$ cat src/verilog/rail_fault_pkg.sv
// Constants, pin indices and state encoding for the rail fault supervisor
package rail_fault_pkg;

   // Timebase: 40 MHz, 25 ns period
   localparam int unsigned CLK_MHZ        = 40;

   // Intervals in microseconds, as specified
   localparam int unsigned AUX_BLANK_US   = 64000;
   localparam int unsigned AUX_DEB_US     = 500;
   localparam int unsigned OC_DEB_US      = 450;
   localparam int unsigned RESTART_US     = 1000000;
   localparam int unsigned PGOOD_DELAY_US = 250000;

   // Derived cycle counts; the undervoltage must last strictly longer, hence one extra cycle
   localparam int unsigned AUX_BLANK_CYC  = AUX_BLANK_US * CLK_MHZ;
   localparam int unsigned AUX_DEB_CYC    = AUX_DEB_US * CLK_MHZ + 1;
   localparam int unsigned OC_DEB_CYC     = OC_DEB_US * CLK_MHZ;
   localparam int unsigned RESTART_CYC    = RESTART_US * CLK_MHZ;
   localparam int unsigned PGOOD_CYC      = PGOOD_DELAY_US * CLK_MHZ;

   // Width of every interval counter (holds 40,000,000)
   localparam int unsigned CNT_W          = 26;

   // Bit positions of the synchronised pin vector
   localparam int unsigned IN_AUX_UV      = 0;
   localparam int unsigned IN_OC12        = 1;
   localparam int unsigned IN_OC5         = 2;
   localparam int unsigned IN_OC33        = 3;
   localparam int unsigned IN_MAINS       = 4;
   localparam int unsigned IN_MAIN_UV     = 5;
   localparam int unsigned IN_REQ         = 6;
   localparam int unsigned IN_SUPPLY_UNDERVOLTAGE_LOCKOUT        = 7;
   localparam int unsigned IN_BOUNCE      = 8;
   localparam int unsigned IN_AUX33       = 9;
   localparam int unsigned IN_OCSEL       = 10;
   localparam int unsigned IN_NUM         = 11;

   // Supervisor states, Gray coded along off -> run -> fault
   typedef enum logic [1:0] {
      S_OFF   = 2'h0,
      S_RUN   = 2'h1,
      S_FAULT = 2'h3
   } sup_state_e;

endpackage : rail_fault_pkg

$ cat src/verilog/persist_if.sv
// Carrier between the supervisor and a persistence filter
interface persist_if;
   logic level;
   logic clear;
   logic hit;

   modport filter (input level, input clear, output hit);
   modport user   (output level, output clear, input hit);
endinterface : persist_if

$ cat src/verilog/persist_filter.sv
// Persistence filter: reports a level only after it has held for LIMIT cycles
module persist_filter
   import rail_fault_pkg::*;
#(
   parameter int unsigned LIMIT = 16
) (
   input  wire logic clk,
   input  wire logic rst_n,
   persist_if.filter p
);
   localparam logic [CNT_W-1:0] LIM = CNT_W'(LIMIT);

   logic [CNT_W-1:0] cnt;
   logic [CNT_W-1:0] next_cnt;
   logic             next_hit;

   // Any drop of the level restarts the count, so short excursions never qualify
   always_comb begin
      if (p.clear || !p.level) begin
         next_cnt = '0;
      end else if (cnt == LIM) begin
         next_cnt = cnt;
      end else begin
         next_cnt = cnt + CNT_W'(1);
      end
      next_hit = (next_cnt == LIM);
   end

   always_ff @(posedge clk or negedge rst_n) begin
      if (!rst_n) begin
         cnt   <= '0;
         p.hit <= 1'b0;
      end else begin
         cnt   <= next_cnt;
         p.hit <= next_hit;
      end
   end
endmodule : persist_filter

$ cat src/verilog/rail_fault_supervisor.sv
// Top of the rail fault supervisor: fault latching, restart and power-good sequencing
module rail_fault_supervisor
   import rail_fault_pkg::*;
#(
   parameter int unsigned BLANK_CYCLES   = AUX_BLANK_CYC,
   parameter int unsigned AUX_DEB_CYCLES = AUX_DEB_CYC,
   parameter int unsigned OC_DEB_CYCLES  = OC_DEB_CYC,
   parameter int unsigned RESTART_CYCLES = RESTART_CYC,
   parameter int unsigned PGOOD_CYCLES   = PGOOD_CYC
) (
   // Clock and reset
   input  wire logic CLOCK,
   input  wire logic ARST_N,
   // Supply and request
   input  wire logic SUPPLY_UNDERVOLTAGE_LOCKOUT,
   input  wire logic POWER_ON_REQUEST,
   // Comparator results
   input  wire logic AUX_UV_CMP,
   input  wire logic MAIN_UV_CMP,
   input  wire logic OC12_CMP,
   input  wire logic OC5_CMP,
   input  wire logic OC33_CMP,
   input  wire logic MAINS_SENSE_INPUT,
   // Programmed options
   input  wire logic BOUNCE_MODE,
   input  wire logic AUX_RAIL_3V3,
   input  wire logic OC_ON_3V3,
   // Fault and sequencing outputs
   output logic      MAIN_FAULT,
   output logic      MAIN_ENABLE,
   output logic      POWER_GOOD_OUT,
   output logic      OVERCURRENT_BOUNCE_EVENT,
   output logic      MAINS_OK_FLAG,
   // Analog configuration outputs
   output logic      AUX_THRESH_3V3,
   output logic      OC5_MON_EN,
   output logic      OC33_MON_EN
);
   localparam logic [CNT_W-1:0] BLANK_N   = CNT_W'(BLANK_CYCLES);
   localparam logic [CNT_W-1:0] RESTART_N = CNT_W'(RESTART_CYCLES);
   localparam logic [CNT_W-1:0] PGOOD_N   = CNT_W'(PGOOD_CYCLES);

   logic              rst_meta;
   logic              rst_n;
   logic [IN_NUM-1:0] pin_in;
   logic [IN_NUM-1:0] pin_meta;
   logic [IN_NUM-1:0] s;

   persist_if aux_p ();
   persist_if oc_p ();

   sup_state_e        state;
   sup_state_e        next_state;
   logic [CNT_W-1:0]  blank_cnt;
   logic [CNT_W-1:0]  next_blank_cnt;
   logic [CNT_W-1:0]  restart_cnt;
   logic [CNT_W-1:0]  next_restart_cnt;
   logic [CNT_W-1:0]  pg_cnt;
   logic [CNT_W-1:0]  next_pg_cnt;
   logic              aux_latch;
   logic              next_aux_latch;
   logic              oc_latch;
   logic              next_oc_latch;
   logic              req_q;
   logic              supply_undervoltage_lockout;
   logic              req_fall;
   logic              aux_armed;
   logic              restart_done;
   logic              pg_cond;
   logic              next_main_fault;
   logic              next_main_enable;
   logic              next_power_good;
   logic              next_bounce_event;
   logic              next_oc5_mon;

   // Reset release through two flops
   always_ff @(posedge CLOCK or negedge ARST_N) begin
      if (!ARST_N) begin
         rst_meta <= 1'b0;
         rst_n    <= 1'b0;
      end else begin
         rst_meta <= 1'b1;
         rst_n    <= rst_meta;
      end
   end

   assign pin_in = {OC_ON_3V3, AUX_RAIL_3V3, BOUNCE_MODE, SUPPLY_UNDERVOLTAGE_LOCKOUT,
                    POWER_ON_REQUEST, MAIN_UV_CMP, MAINS_SENSE_INPUT, OC33_CMP, OC5_CMP,
                    OC12_CMP, AUX_UV_CMP};

   // Every pin is asynchronous to CLOCK
   for (genvar i = 0; i < IN_NUM; i++) begin : g_sync
      always_ff @(posedge CLOCK or negedge rst_n) begin
         if (!rst_n) begin
            pin_meta[i] <= 1'b0;
            s[i]        <= 1'b0;
         end else begin
            pin_meta[i] <= pin_in[i];
            s[i]        <= pin_meta[i];
         end
      end
   end

   assign supply_undervoltage_lockout         = s[IN_SUPPLY_UNDERVOLTAGE_LOCKOUT];
   assign req_fall     = req_q && !s[IN_REQ];
   assign aux_armed    = (blank_cnt == BLANK_N);
   assign restart_done = (state == S_FAULT) && s[IN_BOUNCE] && (restart_cnt == RESTART_N);

   assign aux_p.clear  = supply_undervoltage_lockout;
   assign aux_p.level  = s[IN_AUX_UV] && aux_armed;
   assign oc_p.clear   = supply_undervoltage_lockout;
   assign oc_p.level   = s[IN_OC12] || (s[IN_OCSEL] ? s[IN_OC33] : s[IN_OC5]);

   persist_filter #(.LIMIT(AUX_DEB_CYCLES)) u_aux_deb (
      .clk   (CLOCK),
      .rst_n (rst_n),
      .p     (aux_p)
   );

   persist_filter #(.LIMIT(OC_DEB_CYCLES)) u_oc_deb (
      .clk   (CLOCK),
      .rst_n (rst_n),
      .p     (oc_p)
   );

   always_comb begin
      // Blanking timer restarts whenever lockout is present
      if (supply_undervoltage_lockout) begin
         next_blank_cnt = '0;
      end else if (aux_armed) begin
         next_blank_cnt = blank_cnt;
      end else begin
         next_blank_cnt = blank_cnt + CNT_W'(1);
      end

      // A new fault in the release cycle is kept: set wins over clear
      next_aux_latch = !supply_undervoltage_lockout && (aux_p.hit ||
                       (aux_latch && !req_fall && !restart_done));
      next_oc_latch  = !supply_undervoltage_lockout && (oc_p.hit ||
                       (oc_latch && !req_fall && !restart_done));

      next_state = state;
      case (state)
         S_OFF: begin
            if (!supply_undervoltage_lockout && s[IN_REQ] && !aux_latch && !oc_latch) begin
               next_state = S_RUN;
            end
         end
         S_RUN: begin
            if (aux_p.hit || oc_p.hit || aux_latch || oc_latch) begin
               next_state = S_FAULT;
            end else if (!s[IN_REQ]) begin
               next_state = S_OFF;
            end
         end
         S_FAULT: begin
            if (req_fall || restart_done) begin
               next_state = S_OFF;
            end
         end
         default: begin
            next_state = S_OFF;
         end
      endcase
      if (supply_undervoltage_lockout) begin
         next_state = S_OFF;
      end

      // Restart wait only runs in bounce mode; latching mode never times out
      if ((state == S_FAULT) && s[IN_BOUNCE] && !restart_done) begin
         next_restart_cnt = restart_cnt + CNT_W'(1);
      end else begin
         next_restart_cnt = '0;
      end

      pg_cond = s[IN_MAINS] && !s[IN_MAIN_UV] && (state == S_RUN) &&
                !aux_p.hit && !oc_p.hit && !aux_latch && !oc_latch;
      if (!pg_cond) begin
         next_pg_cnt = '0;
      end else if (pg_cnt == PGOOD_N) begin
         next_pg_cnt = pg_cnt;
      end else begin
         next_pg_cnt = pg_cnt + CNT_W'(1);
      end

      next_main_fault   = next_aux_latch || next_oc_latch;
      next_main_enable  = (next_state == S_RUN) && !aux_p.hit;
      next_power_good   = pg_cond && (pg_cnt == PGOOD_N);
      next_bounce_event = aux_p.hit && !supply_undervoltage_lockout;
      next_oc5_mon      = !s[IN_OCSEL];
   end

   always_ff @(posedge CLOCK or negedge rst_n) begin
      if (!rst_n) begin
         state                    <= S_OFF;
         blank_cnt                <= '0;
         restart_cnt              <= '0;
         pg_cnt                   <= '0;
         aux_latch                <= 1'b0;
         oc_latch                 <= 1'b0;
         req_q                    <= 1'b0;
         MAIN_FAULT               <= 1'b0;
         MAIN_ENABLE              <= 1'b0;
         POWER_GOOD_OUT           <= 1'b0;
         OVERCURRENT_BOUNCE_EVENT <= 1'b0;
         MAINS_OK_FLAG            <= 1'b0;
         AUX_THRESH_3V3           <= 1'b0;
         OC5_MON_EN               <= 1'b0;
         OC33_MON_EN              <= 1'b0;
      end else begin
         state                    <= next_state;
         blank_cnt                <= next_blank_cnt;
         restart_cnt              <= next_restart_cnt;
         pg_cnt                   <= next_pg_cnt;
         aux_latch                <= next_aux_latch;
         oc_latch                 <= next_oc_latch;
         req_q                    <= s[IN_REQ];
         MAIN_FAULT               <= next_main_fault;
         MAIN_ENABLE              <= next_main_enable;
         POWER_GOOD_OUT           <= next_power_good;
         OVERCURRENT_BOUNCE_EVENT <= next_bounce_event;
         MAINS_OK_FLAG            <= s[IN_MAINS];
         AUX_THRESH_3V3           <= s[IN_AUX33];
         OC5_MON_EN               <= next_oc5_mon;
         OC33_MON_EN              <= s[IN_OCSEL];
      end
   end
endmodule : rail_fault_supervisor

$ cat config.mk
export PLATFORM = sky130hd
export DESIGN_NAME = rail_fault_supervisor
export DESIGN_NICKNAME = d
export VERILOG_FILES = /design/src/verilog/rail_fault_pkg.sv /design/src/verilog/persist_if.sv /design/src/verilog/persist_filter.sv /design/src/verilog/rail_fault_supervisor.sv
export SDC_FILE = /design/constraint.sdc
export NUM_CORES = 1
export LEC_CHECK = 0
export BUFFER_PORTS_ARGS = -buffer_cell sky130_fd_sc_hd__buf_2
export CORE_MARGIN = 3
export CORE_UTILIZATION = 45
export DETAILED_ROUTE_END_ITERATION = 10
export SYNTH_ARGS = -nofsm -noshare
export SYNTH_HDL_FRONTEND = slang
export SYNTH_SLANG_ARGS = --single-unit
$ cat constraint.sdc
create_clock -name CLOCK -period 6.2 [get_ports CLOCK]
set_clock_uncertainty 0.2 [all_clocks]
set_input_delay 1.55 -clock CLOCK [delete_from_list [all_inputs] [get_ports CLOCK]]
set_output_delay 1.55 -clock CLOCK [all_outputs]
set_load 0.03 [all_outputs]
==> flow_metrics.py <==
metrics = {
    "placed_design": {
        "dp_slack_ps": 2290,
        "buffer_ports.inserted": 20,
        "dp_hpwl_um": 10300,
        "placed_cells": 1046,
        "gp_congestion": 0.881,
    },
    "timing": {
        "finalSetupViolations": 0,
        "final_critical_path_setup_slack_ps": 2280,
        "hold_viol_final": 0,
        "min_period_ps": 3920,
        "headroom_to_the_max_slew_limit_pct": 27.4,
        "rsz_0062_raised_after_global_routing": "no",
        "timing_max_transition_violations_final": 0,
        "max_freq_mhz": 255,
        "final.period_utilization_pct": 63.3,
        "max_slew.worst_pin.slew_ps": 1090,
        "timing.setup.tns_ps": 0,
    },
    "synth": {
        "post_synth_num_cell_types": 53,
        "synth.cell_area_mm2": 0.00811,
        "synth-edff-count": 0,
        "syn_area_per_cell_um2": 9.84,
        "asyncSetResetFlopFracSynth_pct": 100,
        "yosysTopAreaCell": "sky130_fd_sc_hd__dfrtp_1",
        "synthesis.yosys.warnings": 0,
        "synth_nets": 847,
        "postSynthRegisterBits": 169,
        "synth_sequential_area_ratio_pct": 52.2,
        "syn_inst": 824,
        "post_synth_main_area_contributors": "sky130_fd_sc_hd__dfrtp_1 (52%), sky130_fd_sc_hd__xor2_1 (8.1%), sky130_fd_sc_hd__nor2_1 (6.8%)",
        "synth_top_cell_area_share_pct": 52.2,
        "postSynth.topFlopCell": "sky130_fd_sc_hd__dfrtp_1",
    },
    "drt": {
        "wl_um": 15500,
        "firstDrtPassIters": 5,
        "drt.antenna.violating_nets": 0,
        "routed-via-count": 5796,
        "drc_violation_count_after_routing": 0,
        "drt_iter0_drc": 294,
        "viasPerCell": 5.37,
        "wl_per_cell_um": 14.3,
    },
    "critical_path": {
        "timing.setup.critical_path_class": "reg2reg",
        "cpPeakStageDelay_ps": 1000,
        "worstSetupStartpointType": "register",
        "max_fanout_on_critical_path": 27,
        "cpMaxStageDelayCell": "sky130_fd_sc_hd__or4b_1",
        "timing.critical_path.max_delay_family": "simple AND/OR/NAND/NOR gates",
        "worst-endpoint-arrival_ps": 4080,
        "setup_crit_end_kind": "register",
        "timing.critical_path.required_ps": 6360,
        "path_cells": "inv_1 -> ha_1 -> or4b_1 -> or4_1 -> or4b_1 -> nor2_4 -> nand2_1 -> or4_1 -> and4bb_1",
        "cp_num_buf_inv": 1,
    },
    "cells_and_area": {
        "layout-drive-gt1-share_pct": 7.96,
        "areaGrowthSynthToFinish_pct": 11.6,
        "diodes": 0,
        "num-fill-cells": 1543,
        "layout.nets": 864,
        "layoutNonFillerInstCount": 1079,
    },
    "global_route": {
        "grt-ovfl-total": 0,
        "antenna_found_initial": 0,
        "grt_pass1_wl_um": 27100,
        "global_route.usage.total_pct": 16.5,
        "grt_pass1_vias": 5737,
        "grt_start_max_net_pins": 81,
    },
    "floorplan": {
        "design.die.area_mm2": 0.0197,
        "die_h_um": 140,
        "die_width_um": 140,
        "placement_rows": 48,
        "ios": 21,
        "start_util_pct": 46.4,
        "coreArea_mm2": 0.0175,
    },
    "clock_network": {
        "cts_buffers": 17,
        "ctsResizeCount": 0,
        "cts-root-buf": "sky130_fd_sc_hd__clkbuf_16",
        "cts_tree": "done",
        "max-clock-path-buffers": 2,
        "post_cts.repair.setup_buffers": 0,
        "worst_setup_hold_path_clk_slew_ps": 60,
        "cts_htree_levels": 4,
        "clock_insertion_delay_at_the_later_pin_of_the_skew_report_ps": 420,
        "cts.sink_count": 169,
    },
    "flow_run": {
        "max_cap_viols": 0,
    },
    "power_and_ir_drop": {
        "power-per-cell-area_mw_per_mm2": 254,
        "static-leakage-power_nw": 3.67,
        "vdd.ir_drop.worst_uv": 189,
    },
    "status": {
        "outcome": "complete, no violations",
    },
    "hold_path": {
        "worst_hold_path_type": "reg2reg",
    },
}
[report_power, final]
part | switching [W] | total, W | internal [W]
registers | 0.00000813 | 0.00112 | 0.00112
clock network | 0.000439 | 0.00112 | 0.000676
logic | 0.0000427 | 0.0000577 | 0.0000150
[worst paths after layout]
kind	from	end	slack, ps	cells after the start
max in group asynchronous	rst_n	restart_cnt[23]	4680	1
min	s[9]	AUX_THRESH_3V3	150	0
min in group asynchronous	rst_n	MAINS_OK_FLAG	360	1
max	blank_cnt[0]	u_aux_deb.p.hit	2280	9
max reg2reg	blank_cnt[0]	u_aux_deb.p.hit	2280	9
min reg2reg	s[9]	AUX_THRESH_3V3	150	0
[state kept, by name, indices dropped and copies added (netlist names), 2 cells and up]
| signal | cells |
|---|---|
| pg_cnt | 26 |
| blank_cnt | 26 |
| state | 2 |
| s | 10 |
| restart_cnt | 26 |
| u_oc_deb.cnt | 26 |
| pin_meta | 11 |
| u_aux_deb.cnt | 26 |
[metal layers]
metal,track usage [%],routed length [um]
met1,22.5,7240
met2,26.7,7570
met3,3.79,481
met4,4.79,170
met5,0,0
[through the flow]
step / hold WS, ps / utilization, % / power [W] / area (um2)
after floorplan: 131 / - / 0.00118 / 8110
after global routing: 155 / 51.8 / 0.00239 / 9050
after CTS: 145 / 51.8 / 0.00233 / 9050
after global placement: -23.0 / 48.2 / 0.00120 / 8420
after detailed placement: -16.0 / 48.2 / 0.00120 / 8420
final: 146 / 51.8 / 0.00230 / 9050
[cell usage after synthesis, types with 3 or more instances]
cell type                  instances
sky130_fd_sc_hd__inv_1            17
sky130_fd_sc_hd__or3_1            15
sky130_fd_sc_hd__or4_1             8
sky130_fd_sc_hd__o22ai_1           3
sky130_fd_sc_hd__clkbuf_1         24
sky130_fd_sc_hd__or4b_2            3
sky130_fd_sc_hd__nor3_1           14
sky130_fd_sc_hd__nor4_1           14
sky130_fd_sc_hd__dfrtp_1         169
sky130_fd_sc_hd__mux2i_1           5
sky130_fd_sc_hd__a21oi_1          19
sky130_fd_sc_hd__nor4b_1          10
sky130_fd_sc_hd__xnor2_1          38
sky130_fd_sc_hd__and2_1            5
sky130_fd_sc_hd__nand3_1          42
sky130_fd_sc_hd__nand2b_1          8
sky130_fd_sc_hd__nand2_1          67
sky130_fd_sc_hd__a31oi_1           4
sky130_fd_sc_hd__nor3b_1           5
sky130_fd_sc_hd__nor2_1          146
sky130_fd_sc_hd__and4_1           11
sky130_fd_sc_hd__ha_1             10
sky130_fd_sc_hd__and3_1           19
sky130_fd_sc_hd__o21ai_0          17
sky130_fd_sc_hd__nor2b_1           8
sky130_fd_sc_hd__nand4_1          34
sky130_fd_sc_hd__xor2_1           75
[placed cells by master (no fill, tap or decap), types with 4 or more instances in the layout]
master	n
sky130_fd_sc_hd__bufinv_16	4
sky130_fd_sc_hd__buf_2	20
sky130_fd_sc_hd__o21ai_0	17
sky130_fd_sc_hd__or3_1	15
sky130_fd_sc_hd__clkinv_2	4
sky130_fd_sc_hd__a31oi_1	4
sky130_fd_sc_hd__dfrtp_1	168
sky130_fd_sc_hd__and3_1	19
sky130_fd_sc_hd__nand3_1	42
sky130_fd_sc_hd__nor3b_1	5
sky130_fd_sc_hd__nor4_1	14
sky130_fd_sc_hd__a21oi_1	19
sky130_fd_sc_hd__or4_1	8
sky130_fd_sc_hd__mux2i_1	5
sky130_fd_sc_hd__nor3_1	14
sky130_fd_sc_hd__nand2b_1	8
sky130_fd_sc_hd__nor4b_1	10
sky130_fd_sc_hd__inv_6	4
sky130_fd_sc_hd__and4_1	11
sky130_fd_sc_hd__nor2_1	146
sky130_fd_sc_hd__buf_4	4
sky130_fd_sc_hd__nand4_1	34
sky130_fd_sc_hd__nor2b_1	8
sky130_fd_sc_hd__nand2_1	67
sky130_fd_sc_hd__xnor2_1	38
sky130_fd_sc_hd__xor2_1	75
sky130_fd_sc_hd__inv_1	17
sky130_fd_sc_hd__ha_1	10
sky130_fd_sc_hd__and2_1	5
sky130_fd_sc_hd__clkbuf_16	17
[final cells by class]
cell class | count | area [um2] | share of cell area [%]
clock buffers | 17 | 425 | 4.70
clock inverters | 15 | 198 | 2.18
inverters | 17 | 63.8 | 0.705
multi-input cells | 611 | 3710 | 41.0
flip-flops and latches | 169 | 4230 | 46.8
well taps | 225 | 282 | 3.11
repair buffers | 25 | 140 | 1.55
[timing repair]
action / in CTS / in global routing
setup endpoints to repair: 0 / 0
hold endpoints to repair: 14 / 0
hold buffers: 1 / 0
[logic make-up after synthesis]
kind of cell / count (synthesis) / share of synthesized area (%)
AOI/OAI and AO/OA: 57 / 4.26
adders and majority gates: 11 / 1.67
buffers and inverters: 44 / 2.13
other: 1 / 0.0463
and+or+nand+nor: 422 / 26.6
DFF: 169 / 52.2
muxes: 7 / 0.895
xor gates and xnor gates: 113 / 12.2
[worst register-to-register path, cell delays in order, from the launching register on]
cell and delay (ps):
sky130_fd_sc_hd__dfrtp_1 410, sky130_fd_sc_hd__inv_1 100, sky130_fd_sc_hd__ha_1 140, sky130_fd_sc_hd__or4b_1 440
sky130_fd_sc_hd__or4_1 540, sky130_fd_sc_hd__or4b_1 1000, sky130_fd_sc_hd__nor2_4 250, sky130_fd_sc_hd__nand2_1 50
sky130_fd_sc_hd__or4_1 470, sky130_fd_sc_hd__and4bb_1 260
(Power assumes the default switching activity.)
